## config.mk

```make
export PLATFORM = sky130hd
export DESIGN_NAME = irk_key_decoder
export DESIGN_NICKNAME = d
export VERILOG_FILES = /design/src/irk_pkg.sv /design/src/irk_bit_rx.sv /design/src/irk_key_decoder.sv
export SDC_FILE = /design/constraint.sdc
export NUM_CORES = 1
export LEC_CHECK = 0
export ABC_AREA = 1
export BUFFER_PORTS_ARGS = -buffer_cell sky130_fd_sc_hd__buf_4
export CAP_MARGIN = 10
export CORE_AREA = 2 2 162 164
export CTS_CLUSTER_DIAMETER = 40
export DETAILED_ROUTE_END_ITERATION = 7
export DIE_AREA = 0 0 164 166
export GPL_TIMING_DRIVEN = 1
export PLACE_DENSITY = 0.78
export SYNTH_ARGS = -nofsm -noshare
export SYNTH_HDL_FRONTEND = slang
export SYNTH_HIERARCHICAL = 1
export SYNTH_SLANG_ARGS = --single-unit
```

## constraint.sdc

```tcl
create_clock -name clk -period 2.8 [get_ports clk]
set_clock_uncertainty 0.1 [all_clocks]
set_input_delay 0.7 -clock clk [delete_from_list [all_inputs] [get_ports clk]]
set_output_delay 0.7 -clock clk [all_outputs]
set_load 0.01 [all_outputs]
```

## src/irk_pkg.sv

```systemverilog
package irk_pkg;

   // ==========================================================================
   // clocking and time base
   localparam int CLK_MHZ = 100;
   localparam int TICK_US = 10;
   localparam int TICK_CYC = TICK_US * CLK_MHZ;
   localparam logic [9:0] TICK_LAST = 10'(TICK_CYC - 1);
   localparam int MS_TICKS = 1000 / TICK_US;
   localparam logic [6:0] MS_LAST = 7'(MS_TICKS - 1);

   // ==========================================================================
   // output timing, in milliseconds
   localparam int HOLD_MS = 160;
   localparam int PULSE_MS = 107;
   localparam int PAIR_GAP_MS = 200;
   localparam logic [7:0] HOLD_LOAD = 8'(HOLD_MS);
   localparam logic [7:0] PULSE_LOAD = 8'(PULSE_MS);
   localparam logic [7:0] PAIR_GAP_LAST = 8'(PAIR_GAP_MS - 1);

   // ==========================================================================
   // bit symbol timing on the receiver input, in microseconds
   localparam int GLITCH_US = 20;
   localparam int ONE_MIN_US = 600;
   localparam int GAP_US = 2000;
   localparam logic [7:0] GLITCH_TICKS = 8'((GLITCH_US + TICK_US - 1) / TICK_US);
   localparam logic [7:0] ONE_MIN_TICKS = 8'((ONE_MIN_US + TICK_US - 1) / TICK_US);
   localparam logic [7:0] GAP_LAST = 8'((GAP_US + TICK_US - 1) / TICK_US - 1);

   // ==========================================================================
   // frame layout
   localparam int FRAME_BITS = 12;
   localparam int SHIFT_BITS = 10;
   localparam int CODE_BITS = 3;
   localparam int DATA_BITS = 9;
   localparam logic [3:0] FRAME_LAST = 4'(FRAME_BITS - 1);
   localparam int GRP_FIRST_POS = 8;
   localparam int GRP_SECOND_POS = 7;
   localparam int GRP_THIRD_POS = 6;
   localparam int KEY_FIRST_POS = 5;

   // ==========================================================================
   // output population
   localparam int N_HELD = 6;
   localparam int N_PULSE = 10;
   localparam int N_FLIP = 2;
   localparam int PULSE_GRP3_BASE = 6;
   localparam int PULSE_GRP3_KEYS = 4;
   localparam int FLIP_KEY_BASE = 4;
   localparam logic [N_HELD-1:0] HELD_MASK16 = 6'h1f;
   localparam logic [N_PULSE-1:0] PULSE_MASK16 = 10'h01f;
   localparam logic [2:0] SYNC_RST = 3'h7;

   // ==========================================================================
   // types
   typedef enum logic [0:0] {ST_FIRST, ST_SECOND} irk_frame_e;

   typedef struct packed {
      logic valid;
      logic value;
      logic abort;
   } irk_sym_s;

   typedef struct packed {
      logic [N_HELD-1:0] held;
      logic [N_PULSE-1:0] pulse;
      logic [N_FLIP-1:0] flip;
   } irk_keys_s;

endpackage
```

## src/irk_bit_rx.sv

```systemverilog
`timescale 1ns/10ps

module irk_bit_rx #(
   parameter bit INV_INPUT = 1'b0
) (
   input wire logic clk,                    // system clock
   input wire logic arst_n,                 // async reset, active low
   input wire logic tick,                   // time base enable
   input wire logic irSerialInput,          // demodulated receiver pin
   output irk_pkg::irk_sym_s sym            // decoded bit or abort
);

   typedef struct packed {
      logic sync1;
      logic sync2;
      logic [7:0] markCnt;
      logic [7:0] idleCnt;
      logic idleDone;
      irk_pkg::irk_sym_s sym;
   } irk_rx_s;

   irk_rx_s q;
   irk_rx_s d;
   logic mark;

   // ==========================================================================
   // mark width decode
   always_comb
   begin
      d = q;
      d.sym = '0;
      d.sync1 = irSerialInput;
      d.sync2 = q.sync1;
      mark = q.sync2 ^ INV_INPUT;
      if (mark)
      begin
         d.idleCnt = '0;
         d.idleDone = 1'b0;
         if (tick && q.markCnt != 8'hff)
         begin
            d.markCnt = q.markCnt + 8'h01;
         end
      end
      else
      begin
         // marks shorter than the glitch floor are noise, not bits
         if (q.markCnt >= irk_pkg::GLITCH_TICKS)
         begin
            d.sym.valid = 1'b1;
            d.sym.value = (q.markCnt >= irk_pkg::ONE_MIN_TICKS);
         end
         d.markCnt = '0;
         if (tick && !q.idleDone)
         begin
            if (q.idleCnt == irk_pkg::GAP_LAST)
            begin
               d.sym.abort = 1'b1;
               d.idleDone = 1'b1;
            end
            else
            begin
               d.idleCnt = q.idleCnt + 8'h01;
            end
         end
      end
   end

   always_ff @(posedge clk or negedge arst_n)
   begin
      if (!arst_n)
      begin
         q <= '{sync1: INV_INPUT, sync2: INV_INPUT, idleDone: 1'b1,
                default: '0};
      end
      else
      begin
         q <= d;
      end
   end

   assign sym = q.sym;

endmodule

```

## src/irk_key_decoder.sv

```systemverilog
`timescale 1ns/10ps

module irk_key_decoder #(
   parameter bit PINS24 = 1'b1,
   parameter bit INV_INPUT = 1'b0,
   parameter bit DEP_TOGGLE = 1'b0,
   parameter int TICK_CYC = irk_pkg::TICK_CYC
) (
   input wire logic clk,                    // 100 MHz system clock
   input wire logic arst_n,                 // async reset, active low
   input wire logic irSerialInput,          // demodulated receiver pin
   input wire logic matchStrapA,            // code strap, 24-pin only
   input wire logic matchStrapB,            // code strap, both variants
   input wire logic matchStrapC,            // code strap, 16-pin only
   output irk_pkg::irk_keys_s keys,         // held, pulse and toggle outputs
   output logic dataLatch,                  // one-cycle data match latch
   output logic [8:0] latchedData           // group and key bits last latched
);

   // ==========================================================================
   // build checks
   if (irk_pkg::SHIFT_BITS + 2 != irk_pkg::FRAME_BITS)
   begin : g_chk_frame
      $error("frame and shift register lengths do not fit the overflow path");
   end
   if (irk_pkg::CODE_BITS + irk_pkg::DATA_BITS != irk_pkg::FRAME_BITS)
   begin : g_chk_fields
      $error("code and data fields do not fill the frame");
   end
   if (TICK_CYC < 1 || TICK_CYC > 1024)
   begin : g_chk_tick
      $error("time base divider does not fit its 10-bit counter");
   end

   // clocks per 10 us tick; a short divider only speeds up simulation
   localparam logic [9:0] TICK_END = 10'(TICK_CYC - 1);

   typedef struct packed {
      irk_pkg::irk_frame_e state;
      logic [3:0] bitCnt;
      logic [9:0] shreg;
      logic [1:0] ovf;
      logic mismatch;
      logic [7:0] gapMs;
      logic [9:0] tickCnt;
      logic [6:0] subMs;
      logic [2:0] strap1;
      logic [2:0] strap2;
      logic [8:0] data;
      logic latch;
      logic [irk_pkg::N_HELD-1:0][7:0] holdCnt;
      logic [irk_pkg::N_PULSE-1:0][7:0] pulseCnt;
      irk_pkg::irk_keys_s keys;
   } irk_main_s;

   irk_main_s q;
   irk_main_s d;
   irk_pkg::irk_sym_s sym;
   logic tick;
   logic msTick;
   logic [2:0] expCode;
   logic [2:0] rxCode;
   logic fullMismatch;
   logic [8:0] payload;
   logic [5:0] keyBits;
   logic [irk_pkg::N_HELD-1:0] heldMask;
   logic [irk_pkg::N_PULSE-1:0] pulseMask;
   logic [irk_pkg::N_HELD-1:0] heldHit;
   logic [irk_pkg::N_PULSE-1:0] pulseHit;
   logic [irk_pkg::N_FLIP-1:0] flipHit;
   logic [irk_pkg::N_FLIP-1:0] flipNext;

   // ==========================================================================
   // bit symbol receiver
   irk_bit_rx #(
      .INV_INPUT(INV_INPUT)
   ) u_bit_rx (
      .clk(clk),
      .arst_n(arst_n),
      .tick(tick),
      .irSerialInput(irSerialInput),
      .sym(sym)
   );

   // ==========================================================================
   // time base and strap code
   always_comb
   begin
      tick = (q.tickCnt == TICK_END);
      msTick = tick && (q.subMs == irk_pkg::MS_LAST);
      // straps are pulled up inside, so an open pin reads one
      if (PINS24)
      begin
         expCode = {q.strap2[2], q.strap2[1], 1'b1};
      end
      else
      begin
         expCode = {1'b1, q.strap2[1], q.strap2[0]};
      end
      heldMask = PINS24 ? '1 : irk_pkg::HELD_MASK16;
      pulseMask = PINS24 ? '1 : irk_pkg::PULSE_MASK16;
      keyBits = q.data[irk_pkg::KEY_FIRST_POS -: 6];
   end

   // ==========================================================================
   // class decode of the latched data
   always_comb
   begin
      heldHit = '0;
      pulseHit = '0;
      flipHit = '0;
      for (int k = 0; k < irk_pkg::N_HELD; k++)
      begin
         heldHit[k] = q.latch && q.data[irk_pkg::GRP_FIRST_POS] &&
                      keyBits[5-k] && heldMask[k];
         pulseHit[k] = q.latch && q.data[irk_pkg::GRP_SECOND_POS] &&
                       keyBits[5-k] && pulseMask[k];
      end
      for (int k = 0; k < irk_pkg::PULSE_GRP3_KEYS; k++)
      begin
         pulseHit[irk_pkg::PULSE_GRP3_BASE+k] =
            q.latch && q.data[irk_pkg::GRP_THIRD_POS] && keyBits[5-k] &&
            pulseMask[irk_pkg::PULSE_GRP3_BASE+k];
      end
      for (int k = 0; k < irk_pkg::N_FLIP; k++)
      begin
         flipHit[k] = q.latch && q.data[irk_pkg::GRP_THIRD_POS] &&
                      keyBits[5-irk_pkg::FLIP_KEY_BASE-k];
      end
   end

   // ==========================================================================
   // toggle outputs
   always_comb
   begin
      flipNext = q.keys.flip ^ flipHit;
      if (DEP_TOGGLE)
      begin
         // a key that drives its own output high wins the pair; if both keys do, toggle output a wins
         if (flipHit[0] && flipNext[0])
         begin
            flipNext[1] = 1'b0;
         end
         else if (flipHit[1] && flipNext[1])
         begin
            flipNext[0] = 1'b0;
         end
      end
   end

   // ==========================================================================
   // frame check and output stage
   always_comb
   begin
      d = q;
      d.latch = 1'b0;
      d.strap1 = {matchStrapA, matchStrapB, matchStrapC};
      d.strap2 = q.strap1;
      d.tickCnt = tick ? '0 : q.tickCnt + 10'h001;
      if (tick)
      begin
         d.subMs = (q.subMs == irk_pkg::MS_LAST) ? '0 : q.subMs + 7'h01;
      end
      rxCode = {q.ovf[0], q.shreg[9], q.shreg[8]};
      fullMismatch = q.mismatch | (sym.value ^ q.ovf[1]);
      payload = {q.shreg[7:0], sym.value};

      if (sym.abort)
      begin
         // a broken second frame voids the pair
         if (q.state == irk_pkg::ST_SECOND && q.bitCnt != '0)
         begin
            d.state = irk_pkg::ST_FIRST;
         end
         d.bitCnt = '0;
      end
      else if (sym.valid)
      begin
         d.shreg = {q.shreg[8:0], sym.value};
         d.ovf = {q.ovf[0], q.shreg[9]};
         if (q.state == irk_pkg::ST_SECOND)
         begin
            d.mismatch = fullMismatch;
         end
         if (q.bitCnt == irk_pkg::FRAME_LAST)
         begin
            d.bitCnt = '0;
            if (q.state == irk_pkg::ST_FIRST)
            begin
               if (rxCode == expCode)
               begin
                  d.state = irk_pkg::ST_SECOND;
                  d.mismatch = 1'b0;
                  d.gapMs = '0;
               end
            end
            else
            begin
               d.state = irk_pkg::ST_FIRST;
               if (!fullMismatch)
               begin
                  d.latch = 1'b1;
                  d.data = payload;
               end
            end
         end
         else
         begin
            d.bitCnt = q.bitCnt + 4'h1;
         end
      end
      else if (q.state == irk_pkg::ST_SECOND && q.bitCnt == '0 && msTick)
      begin
         // second frame never came; start over with a fresh first frame
         if (q.gapMs == irk_pkg::PAIR_GAP_LAST)
         begin
            d.state = irk_pkg::ST_FIRST;
         end
         else
         begin
            d.gapMs = q.gapMs + 8'h01;
         end
      end

      // each held output restarts its release time at every accepted pair that carries its key, except held key six in the 16-pin variant
      for (int k = 0; k < irk_pkg::N_HELD; k++)
      begin
         if (heldHit[k])
         begin
            d.holdCnt[k] = irk_pkg::HOLD_LOAD;
         end
         else if (msTick && q.holdCnt[k] != '0)
         begin
            d.holdCnt[k] = q.holdCnt[k] - 8'h01;
         end
         d.keys.held[k] = (d.holdCnt[k] != '0);
      end

      // a running pulse is not stretched by a repeated key
      for (int k = 0; k < irk_pkg::N_PULSE; k++)
      begin
         if (pulseHit[k] && q.pulseCnt[k] == '0)
         begin
            d.pulseCnt[k] = irk_pkg::PULSE_LOAD;
         end
         else if (msTick && q.pulseCnt[k] != '0)
         begin
            d.pulseCnt[k] = q.pulseCnt[k] - 8'h01;
         end
         d.keys.pulse[k] = (d.pulseCnt[k] != '0);
      end

      d.keys.flip = flipNext;
      case (q.state)
         irk_pkg::ST_FIRST,
         irk_pkg::ST_SECOND:
         begin
         end
         default:
         begin
            d.state = irk_pkg::ST_FIRST;
         end
      endcase
   end

   always_ff @(posedge clk or negedge arst_n)
   begin
      if (!arst_n)
      begin
         q <= '{state: irk_pkg::ST_FIRST, strap1: irk_pkg::SYNC_RST,
                strap2: irk_pkg::SYNC_RST, default: '0};
      end
      else
      begin
         q <= d;
      end
   end

   // ==========================================================================
   // outputs
   assign keys = q.keys;
   assign dataLatch = q.latch;
   assign latchedData = q.data;

endmodule

```

==> flow_results.xml, run 1 <==
<?xml version="1.0" encoding="UTF-8"?>
<metrics>
  <group name="finish">
    <metric name="final.fill_count" unit="">2230</metric>
    <metric name="nets" unit="">2051</metric>
    <metric name="layout.cells.most_common" unit="">nand2_1</metric>
    <metric name="antenna_fix_cells" unit="">0</metric>
    <metric name="area_growth_syn_to_layout" unit="%">13.2</metric>
    <metric name="layout_common_cells" unit="">679 x nand2_1, 314 x inv_1, 220 x dfrtp_1</metric>
    <metric name="drive_above_1_share" unit="%">7.96</metric>
  </group>
  <group name="floorplanning">
    <metric name="die_height" unit="µm">166</metric>
    <metric name="core.rowCount" unit="">59</metric>
    <metric name="core_area" unit="mm²">0.0256</metric>
    <metric name="ioPinCount" unit="">34</metric>
    <metric name="start_util" unit="%">53.9</metric>
    <metric name="fp.dieW" unit="µm">164</metric>
    <metric name="die_area" unit="mm²">0.0272</metric>
  </group>
  <group name="clocking">
    <metric name="cts_buffer_depth" unit="">3</metric>
    <metric name="post_cts.repair.setup_buffers" unit="">0</metric>
    <metric name="cts-htree-levels" unit="">2</metric>
    <metric name="clkSlewWorstSetupHoldPaths" unit="ns">0.05</metric>
    <metric name="tritoncts" unit="">built</metric>
    <metric name="clk_latency" unit="ns">0.51</metric>
    <metric name="cts_resized" unit="">0</metric>
    <metric name="cts.sinks" unit="">225</metric>
    <metric name="cts-hold-fix-buffers" unit="">0</metric>
    <metric name="cts_buffers" unit="">38</metric>
    <metric name="clock-root-buffer" unit="">clkbuf_16</metric>
  </group>
  <group name="routing">
    <metric name="final_antenna_net_count" unit="">0</metric>
    <metric name="drt_iter0_drc" unit="">773</metric>
    <metric name="average_via_count_per_standard_cell" unit="">5.11</metric>
    <metric name="routed_wirelength" unit="µm">30000</metric>
    <metric name="firstDrtPassIters" unit="">5</metric>
    <metric name="drc" unit="">0</metric>
    <metric name="detailroute.via_count" unit="">12100</metric>
    <metric name="wl_per_cell" unit="µm">12.6</metric>
  </group>
  <group name="logic_synthesis">
    <metric name="post_synth_xor_area_fraction" unit="%">3.30</metric>
    <metric name="main_combinational_cell_family_by_area_after_synthesis" unit="">simple AND/OR/NAND/NOR gates</metric>
    <metric name="synth.avg_cell_area" unit="µm²">7.02</metric>
    <metric name="synthesis_warnings" unit="">6</metric>
    <metric name="synth.area.mux_share" unit="%">0</metric>
    <metric name="yosys.area.top_type_share" unit="%">39.9</metric>
    <metric name="synth_area_in_adders" unit="%">3.63</metric>
    <metric name="synth.distinct_cells" unit="">43</metric>
    <metric name="postSynthNetCount" unit="">2013</metric>
    <metric name="async_flop_share" unit="%">100</metric>
    <metric name="synth_compound_gate_area_share" unit="%">3.13</metric>
    <metric name="synthSimpleGateAreaFrac" unit="%">37.9</metric>
    <metric name="syn-instance-count" unit="">1967</metric>
    <metric name="mappedNetlistArea" unit="mm²">0.0138</metric>
    <metric name="synth_enable_flop_cells" unit="">0</metric>
    <metric name="synth_sequential_area_ratio" unit="%">40.8</metric>
    <metric name="ys_ff_latch" unit="">225</metric>
    <metric name="postSynth.topFlopCell" unit="">dfrtp_1</metric>
    <metric name="synth.area.top_cells" unit="">dfrtp_1 40%, nand2_1 18%, inv_1 8.5%</metric>
    <metric name="yosysTopAreaCell" unit="">dfrtp_1</metric>
  </group>
  <group name="setup_path">
    <metric name="r2r_slack" unit="ns">0.35</metric>
    <metric name="worst_ep_arrival_time" unit="ns">2.74</metric>
    <metric name="worstSetupEndpointType" unit="">register</metric>
    <metric name="worst-r2r-cell-count" unit="">11</metric>
    <metric name="startpoint_type" unit="">register</metric>
    <metric name="worstReg2RegStart" unit="">q[162]</metric>
    <metric name="worstPathRequired" unit="ns">3.09</metric>
    <metric name="worstPathMaxFanout" unit="">17</metric>
    <metric name="regToRegEndpoint" unit="">keys[9]</metric>
    <metric name="path_class" unit="">register to register</metric>
  </group>
  <group name="timing">
    <metric name="maxSlewViolCount" unit="">0</metric>
    <metric name="timing.final.setup_violations" unit="">0</metric>
    <metric name="relSlewSlack" unit="%">60.5</metric>
    <metric name="fmax" unit="MHz">409</metric>
    <metric name="report.final.hold_viol_count" unit="">0</metric>
    <metric name="layout_min_cycle_time" unit="ns">2.45</metric>
    <metric name="timing_worst_slew_pin_value" unit="ns">0.593</metric>
    <metric name="post_route_clock_period_utilization" unit="%">87.4</metric>
    <metric name="grt_setup_unrepaired" unit="">false</metric>
    <metric name="timing.setup.tns" unit="ns">0</metric>
  </group>
  <group name="outcome">
    <metric name="outcome" unit="">complete, no violations</metric>
  </group>
  <group name="grt">
    <metric name="via_count_of_the_first_global_routing_pass" unit="">11800</metric>
    <metric name="groute.usage.overall" unit="%">22.6</metric>
    <metric name="grt_start_max_net_pins" unit="">71</metric>
    <metric name="overflow" unit="">0</metric>
    <metric name="antenna_found_initial" unit="">0</metric>
    <metric name="grt_first_pass_wirelength" unit="µm">51900</metric>
  </group>
  <group name="place">
    <metric name="dp_hpwl" unit="µm">20800</metric>
    <metric name="numPortBuffers" unit="">32</metric>
    <metric name="gp_routability_congestion" unit="">0.912</metric>
  </group>
  <group name="power_and_ir_drop">
    <metric name="power_density" unit="mW/mm²">531</metric>
    <metric name="leakage" unit="µW">0.00918</metric>
    <metric name="worst_ir_drop_vdd" unit="mV">0.495</metric>
    <metric name="total_power" unit="µW">8310</metric>
  </group>
  <group name="run">
    <metric name="drv_cap" unit="">0</metric>
  </group>
  <group name="hold_path">
    <metric name="hold_path.class" unit="">input port to async pin</metric>
  </group>
</metrics>
[layer usage]
| layer | wire length, µm | global-route usage, % |
|---|---|---|
| met1 | 13000 | 28.3 |
| met2 | 14500 | 39.0 |
| met3 | 1500 | 4.15 |
| met4 | 911 | 8.28 |
| met5 | 0 | 0 |
[state kept, by name (all words and copies together) (netlist names)]
signal,flops
q,163
keys,18
u_bit_rx/q,17
latchedData,9
payload,8
u_bit_rx/sym,3
d,2
expCode,2
dataLatch,1
u_bit_rx/d,1
u_bit_rx/mark,1
[final cells by class]
class,count,area (µm²),share of cell area [%]
Inverter,317,1190,7.61
Clock inverter,23,322,2.06
Timing Repair Buffer,47,410,2.62
Clock buffer,46,1040,6.67
Tap cell,335,419,2.68
Sequential cell,225,5640,36.1
Multi-Input combinational cell,1376,6620,42.3
[power by group]
group	switching (µW)	internal [µW]	total, µW	leakage [µW]
clock	1680	3250	4930	0.000663
sequential	11.3	3270	3280	0.00311
combinational	76.9	22.1	99.0	0.00541
total	1770	6540	8310	0.00918
[worst max path at each step]
stage          slack [ns]  endpoint   start  cells after the start
2_1_floorplan        0.88   keys[8]  q[169]                     13
3_3_place_gp         0.48   keys[7]  q[162]                     11
3_5_place_dp         0.45   keys[9]  q[162]                     11
4_1_cts              0.38   keys[9]  q[162]                     11
5_1_grt              0.19   keys[9]  q[162]                     11
6_report             0.35   keys[9]  q[162]                     11
[worst max-delay path, stage by stage, from the launching register on]
cell and delay, ns:
dfrtp_1 0.39, ha_1 0.19, nand2_1 0.13, nor2_8 0.11, buf_4 0.42, nand3_1 0.39
nand2_1 0.17, nand3_1 0.10, nor2_1 0.10, nand2_1 0.08, inv_1 0.06, nand2_1 0.07
[cells in the mapped netlist (5+ instances only)]
cell	instances
a21oi_1	13
buf_2	8
buf_4	33
dfrtp_1	220
dfstp_2	5
ha_1	40
inv_1	314
nand2_1	679
nand2_2	6
nand3_1	205
nand3_2	5
nand3_4	10
nand3b_1	14
nand4_1	28
nor2_1	209
nor2_2	9
nor3_1	19
o21ai_0	42
o21ai_1	15
xnor2_1	17
xor2_1	35
[cell families after synthesis]
family          count (synthesis)
compound gates                 81
xor+xnor                       52
fa+ha+maj                      40
buf+inv                       366
flops                         225
simple gates                 1203
[through the flow]
step / instances / setup slack [ns] / util, % / hold WS (ns) / cell area (µm²)
6_report: 2369 / 0.352 / 61.0 / 0.0513 / 15600
5_1_grt: 2369 / 0.186 / 61.0 / 0.104 / 15600
4_1_cts: 2369 / 0.378 / 61.0 / 0.0853 / 15600
3_5_place_dp: 2300 / 0.446 / 55.7 / 0.240 / 14300
3_3_place_gp: 2300 / 0.475 / 55.7 / 0.239 / 14300
2_1_floorplan: 1967 / 0.883 / - / 0.231 / 13800
No activity file was read; power rests on OpenSTA's default activity.
==> run 2, diff against run 1 <==
CTS_BUF_LIST = sky130_fd_sc_hd__clkbuf_4   (was unset)
==> run 2 against run 1 <==
Compared with the run above: non-clock buffer count rose by 4; largest power group is now registers; core utilization is 2.0 points lower; hold slack gained 0.19 ns; combinational power is 4% higher; total power decreased by 22%; critical path type unchanged.
==> flow_results.xml, run 2 (synthesis gave the netlist of run 1 again) <==
<?xml version="1.0" encoding="UTF-8"?>
<metrics>
  <group name="routing">
    <metric name="final_antenna_net_count" unit="">0</metric>
    <metric name="drc" unit="">0</metric>
    <metric name="drt_iter0_drc" unit="">737</metric>
    <metric name="wl_per_cell" unit="µm">12.2</metric>
    <metric name="routed_wirelength" unit="µm">29400</metric>
    <metric name="firstDrtPassIters" unit="">8</metric>
    <metric name="average_via_count_per_standard_cell" unit="">5.03</metric>
    <metric name="detailroute.via_count" unit="">12200</metric>
  </group>
  <group name="grt">
    <metric name="grt_start_max_net_pins" unit="">71</metric>
    <metric name="grt_first_pass_wirelength" unit="µm">51200</metric>
    <metric name="via_count_of_the_first_global_routing_pass" unit="">11700</metric>
    <metric name="overflow" unit="">0</metric>
    <metric name="groute.usage.overall" unit="%">22.3</metric>
    <metric name="antenna_found_initial" unit="">1</metric>
  </group>
  <group name="floorplanning">
    <metric name="die_height" unit="µm">166</metric>
    <metric name="ioPinCount" unit="">34</metric>
    <metric name="core_area" unit="mm²">0.0256</metric>
    <metric name="die_area" unit="mm²">0.0272</metric>
    <metric name="start_util" unit="%">53.9</metric>
    <metric name="fp.dieW" unit="µm">164</metric>
    <metric name="core.rowCount" unit="">59</metric>
  </group>
  <group name="clocking">
    <metric name="clk_latency" unit="ns">0.70</metric>
    <metric name="clkSlewWorstSetupHoldPaths" unit="ns">0.07</metric>
    <metric name="cts.sinks" unit="">225</metric>
    <metric name="tritoncts" unit="">built</metric>
    <metric name="clock-root-buffer" unit="">clkbuf_4</metric>
    <metric name="cts_buffer_depth" unit="">3</metric>
    <metric name="post_cts.repair.setup_buffers" unit="">0</metric>
    <metric name="cts-htree-levels" unit="">2</metric>
    <metric name="cts_buffers" unit="">59</metric>
  </group>
  <group name="hold_path">
    <metric name="hold_path.class" unit="">register to register</metric>
    <metric name="worst_hold_startpoint" unit="">d[158]</metric>
    <metric name="min_to" unit="">expCode[2]</metric>
    <metric name="worstHoldPathCells" unit="">0</metric>
  </group>
  <group name="timing">
    <metric name="timing_worst_slew_pin_value" unit="ns">0.582</metric>
    <metric name="maxSlewViolCount" unit="">0</metric>
    <metric name="timing.final.setup_violations" unit="">0</metric>
    <metric name="layout_min_cycle_time" unit="ns">2.38</metric>
    <metric name="fmax" unit="MHz">421</metric>
    <metric name="relSlewSlack" unit="%">61.2</metric>
    <metric name="post_route_clock_period_utilization" unit="%">84.9</metric>
    <metric name="report.final.hold_viol_count" unit="">0</metric>
    <metric name="timing.setup.tns" unit="ns">0</metric>
    <metric name="grt_setup_unrepaired" unit="">false</metric>
  </group>
  <group name="place">
    <metric name="number_of_placed_instances_with_taps_included" unit="">2300</metric>
    <metric name="numPortBuffers" unit="">32</metric>
    <metric name="gp_routability_congestion" unit="">0.912</metric>
    <metric name="dp_hpwl" unit="µm">20800</metric>
  </group>
  <group name="finish">
    <metric name="largest_register_ff_count" unit="">163</metric>
    <metric name="layout.cells.most_common" unit="">nand2_1</metric>
    <metric name="finish.utilization" unit="%">59.1</metric>
    <metric name="top_register" unit="">q</metric>
    <metric name="layout_common_cells" unit="">679 x nand2_1, 314 x inv_1, 220 x dfrtp_1</metric>
    <metric name="final.fill_count" unit="">2354</metric>
    <metric name="area_growth_syn_to_layout" unit="%">9.62</metric>
    <metric name="layoutNonFillerInstCount" unit="">2414</metric>
    <metric name="nets" unit="">2076</metric>
    <metric name="drive_above_1_share" unit="%">9.43</metric>
  </group>
  <group name="setup_path">
    <metric name="r2r_slack" unit="ns">0.42</metric>
    <metric name="worstPathMaxFanout" unit="">17</metric>
    <metric name="worst_ep_arrival_time" unit="ns">2.83</metric>
    <metric name="worstSetupStartpoint" unit="">q[162]</metric>
    <metric name="path_class" unit="">register to register</metric>
    <metric name="worstPathRequired" unit="ns">3.25</metric>
    <metric name="startpoint_type" unit="">register</metric>
    <metric name="worstSetupEndpointType" unit="">register</metric>
    <metric name="worstReg2RegStart" unit="">q[162]</metric>
    <metric name="worst-r2r-cell-count" unit="">11</metric>
    <metric name="regToRegEndpoint" unit="">keys[9]</metric>
  </group>
  <group name="outcome">
    <metric name="outcome" unit="">complete, no violations</metric>
  </group>
  <group name="power_and_ir_drop">
    <metric name="power_density" unit="mW/mm²">426</metric>
    <metric name="worst_ir_drop_vdd" unit="mV">0.304</metric>
    <metric name="leakage" unit="µW">0.00903</metric>
  </group>
  <group name="run">
    <metric name="drv_cap" unit="">0</metric>
  </group>
</metrics>
-- run 2: power by group --
part | internal, µW | switching, µW
Sequential | 3260 | 11.4
Clock | 1690 | 1370
Combinational | 25.6 | 77.7
Total | 4980 | 1460
-- run 2: how the worst max path moves through the flow --
stage               to  slack (ns)
2_1_floorplan  keys[8]        0.88
3_5_place_dp   keys[9]        0.45
5_1_grt        keys[9]        0.17
3_3_place_gp   keys[7]        0.48
4_1_cts        keys[3]        0.40
6_report       keys[9]        0.42
-- run 2: repair_timing --
item	in CTS	in global routing
hold buffers	4	0
endpoints found under the setup margin	0	0
gates resized for setup	0	0
hold endpoints to repair	67	0
-- run 2: cell type report --
type                       count  area [µm²]  area share (%)
multi-input combinational   1376        6620            43.7
sequential                   225        5640            37.2
inverter                     317        1190            7.86
clock buffer                  93         698            4.61
timing repair buffer          51         450            2.98
tap                          335         419            2.77
clock inverter                16         121           0.802
antenna                        1        2.50          0.0165
-- run 2: metal layers --
metal	track usage [%]	share of wire, %
met2	37.8	48
met4	9.08	3.1
met3	3.97	4.7
met5	0	0
met1	28.0	44
-- run 2: critical path, stage by stage, from the launching register on --
cell and delay, ns:
dfrtp_1 0.39, ha_1 0.19, nand2_1 0.13, nor2_8 0.11
buf_4 0.42, nand3_1 0.36, nand2_1 0.14, o21ai_1 0.09
nor2_1 0.13, nand2_1 0.06, inv_1 0.05, nand2_1 0.07
-- run 2: stage by stage --
stage / power [µW] / hold WS (ns) / cell area [µm²] / setup slack, ns
floorplan: 3350 / 0.231 / 13800 / 0.883
global placement: 3440 / 0.239 / 14300 / 0.475
detailed placement: 3440 / 0.240 / 14300 / 0.446
CTS: 6540 / 0.249 / 15100 / 0.404
global route: 6720 / 0.252 / 15100 / 0.174
finish: 6440 / 0.245 / 15100 / 0.423
==> run 3, diff against run 2 <==
PLACE_DENSITY = 0.8   (was 0.78)
clock period = 2.1 ns   (was 2.8 ns; I/O delays follow)
==> run 3 against run 2 <==
Compared with the run above: sequential share of layout area is 1.9 points lower; final cell count is 2.2% higher; setup slack worse by 0.39 ns; die area stayed put.
==> flow_results.xml, run 3 (synthesis gave the netlist of run 1 again) <==
<?xml version="1.0" encoding="UTF-8"?>
<metrics>
  <group name="clocking">
    <metric name="cts-htree-levels" unit="">2</metric>
    <metric name="clock-root-buffer" unit="">clkbuf_4</metric>
    <metric name="cts_buffers" unit="">61</metric>
    <metric name="cts.sinks" unit="">225</metric>
    <metric name="clkSlewWorstSetupHoldPaths" unit="ns">0.06</metric>
    <metric name="tritoncts" unit="">built</metric>
    <metric name="cts_buffer_depth" unit="">3</metric>
    <metric name="clk_latency" unit="ns">0.72</metric>
  </group>
  <group name="power_and_ir_drop">
    <metric name="worst_ir_drop_vdd" unit="mV">0.360</metric>
    <metric name="power_density" unit="mW/mm²">529</metric>
    <metric name="power_frac_seq" unit="%">51.6</metric>
    <metric name="cellInternalPower" unit="µW">6440</metric>
    <metric name="net-switching-power" unit="µW">2020</metric>
    <metric name="logic_gate_share_of_total_power" unit="%">1.7</metric>
    <metric name="leakage" unit="µW">0.00941</metric>
    <metric name="clockPowerShare" unit="%">46.7</metric>
    <metric name="total_power" unit="µW">8460</metric>
    <metric name="swShare" unit="%">23.9</metric>
  </group>
  <group name="grt">
    <metric name="via_count_of_the_first_global_routing_pass" unit="">12100</metric>
    <metric name="antenna_found_initial" unit="">1</metric>
    <metric name="overflow" unit="">0</metric>
    <metric name="grt_first_pass_wirelength" unit="µm">52100</metric>
    <metric name="grt_start_max_net_pins" unit="">76</metric>
    <metric name="groute.usage.overall" unit="%">22.6</metric>
  </group>
  <group name="setup_path">
    <metric name="critPathCapture" unit="">keys[14]</metric>
    <metric name="worstSetupEndpointType" unit="">register</metric>
    <metric name="path_class" unit="">register to register</metric>
    <metric name="worst_ep_arrival_time" unit="ns">2.57</metric>
    <metric name="r2r_slack" unit="ns">0.03</metric>
    <metric name="worstSetupStartpoint" unit="">q[173]</metric>
    <metric name="startpoint_type" unit="">register</metric>
    <metric name="worstPathRequired" unit="ns">2.60</metric>
    <metric name="worstPathMaxFanout" unit="">7</metric>
    <metric name="worstReg2RegStart" unit="">q[173]</metric>
    <metric name="worst-r2r-cell-count" unit="">12</metric>
    <metric name="regToRegEndpoint" unit="">keys[14]</metric>
  </group>
  <group name="finish">
    <metric name="area_growth_syn_to_layout" unit="%">15.8</metric>
    <metric name="layout_common_cells" unit="">670 x nand2_1, 311 x inv_1, 216 x dfrtp_1</metric>
    <metric name="drive_above_1_share" unit="%">14.0</metric>
    <metric name="layout.cells.most_common" unit="">nand2_1</metric>
    <metric name="top_register" unit="">q</metric>
    <metric name="final.fill_count" unit="">2149</metric>
    <metric name="multi_input_combinational_cell_area" unit="mm²">0.00690</metric>
    <metric name="nets" unit="">2126</metric>
    <metric name="regArea" unit="mm²">0.00564</metric>
    <metric name="finish.utilization" unit="%">62.4</metric>
    <metric name="largest_register_ff_count" unit="">163</metric>
    <metric name="layoutNonFillerInstCount" unit="">2467</metric>
  </group>
  <group name="place">
    <metric name="numPortBuffers" unit="">32</metric>
    <metric name="gp_routability_congestion" unit="">0.914</metric>
    <metric name="dp_hpwl" unit="µm">21200</metric>
    <metric name="number_of_placed_instances_with_taps_included" unit="">2323</metric>
  </group>
  <group name="routing">
    <metric name="detailroute.via_count" unit="">12700</metric>
    <metric name="drt_iter0_drc" unit="">779</metric>
    <metric name="drc" unit="">0</metric>
    <metric name="average_via_count_per_standard_cell" unit="">5.14</metric>
    <metric name="firstDrtPassIters" unit="">7</metric>
    <metric name="routed_wirelength" unit="µm">31400</metric>
    <metric name="final_antenna_net_count" unit="">0</metric>
    <metric name="wl_per_cell" unit="µm">12.7</metric>
  </group>
  <group name="run">
    <metric name="drv_cap" unit="">0</metric>
  </group>
  <group name="timing">
    <metric name="timing_worst_slew_pin_value" unit="ns">0.445</metric>
    <metric name="grt_setup_unrepaired" unit="">true</metric>
    <metric name="relSlewSlack" unit="%">70.3</metric>
    <metric name="layout_min_cycle_time" unit="ns">2.07</metric>
    <metric name="maxSlewViolCount" unit="">0</metric>
    <metric name="timing.final.setup_violations" unit="">0</metric>
    <metric name="report.final.hold_viol_count" unit="">0</metric>
    <metric name="fmax" unit="MHz">484</metric>
    <metric name="post_route_clock_period_utilization" unit="%">98.4</metric>
  </group>
  <group name="outcome">
    <metric name="outcome" unit="">complete, no violations</metric>
  </group>
  <group name="floorplanning">
    <metric name="die_area" unit="mm²">0.0272</metric>
    <metric name="core_area" unit="mm²">0.0256</metric>
    <metric name="fp.dieW" unit="µm">164</metric>
    <metric name="die_height" unit="µm">166</metric>
    <metric name="ioPinCount" unit="">34</metric>
    <metric name="start_util" unit="%">53.9</metric>
    <metric name="core.rowCount" unit="">59</metric>
  </group>
  <group name="hold_path">
    <metric name="hold_path.class" unit="">input port to async pin</metric>
  </group>
</metrics>
run 3: layout make-up:
type	count	area share (%)
Multi-Input combinational cell	1377	43.2
Sequential cell	225	35.3
Inverter	317	7.44
Timing Repair Buffer	98	6.44
Clock buffer	94	4.42
Tap cell	335	2.62
Clock inverter	20	0.595
Antenna cell	1	0.0157
run 3: worst max-delay path, stage by stage, from the launching register on:
cell and delay (ns):
dfrtp_1 0.43, inv_2 0.09, nand2_1 0.07, nor2_2 0.16
nand2_2 0.10, nor2_4 0.25, buf_12 0.20, buf_4 0.12
nand3_1 0.10, nand3_2 0.09, nand2_2 0.07, nor2_4 0.11
nand2_1 0.06
run 3: how the worst min path moves through the flow:
stage	start	to	slack [ns]	depth (start not counted)
after floorplan	arst_n	dataLatch	0.13	0
after global placement	arst_n	keys[13]	0.22	1
after detailed placement	arst_n	keys[13]	0.22	1
after CTS	arst_n	keys[13]	0.04	2
after global routing	arst_n	keys[13]	0.06	2
final	arst_n	keys[13]	0.09	2
run 3: metrics by stage:
step	hold WS (ns)	setup WS [ns]	TNS, ns	instance area [µm²]
global route	0.0606	-0.0920	-0.692	16000
finish	0.0873	0.0333	0	16000
floorplan	0.129	0.183	0	13800
CTS	0.0400	0.00214	0	15400
global placement	0.219	-0.0622	-0.117	14500
detailed placement	0.219	-0.116	-0.340	14500
run 3: power groups by stage:
stage	sequential [µW]	clock (µW)	combinational, µW
6_report	4360	3950	144
5_1_grt	4360	4350	171
4_1_cts	4360	4100	150
3_5_place_dp	4440	0	143
3_3_place_gp	4440	0	140
2_1_floorplan	4440	0	29.9
run 3: layer usage:
metal  share of wire (%)  track usage [%]
met1                  42             27.9
met2                  49             38.5
met3                 4.9             3.97
met4                 3.6             10.3
met5                   0                0
run 3: repair_timing:
| item | 4_1_cts | 5_1_grt |
|---|---|---|
| hold endpoints to repair | 227 | 0 |
| buffers inserted | 0 | 19 |
| hold buffers | 4 | 0 |
| pin swaps | 0 | 25 |
| setup endpoints to repair | 10 | 41 |
| gates cloned | 0 | 6 |
| gates resized for setup | 11 | 69 |
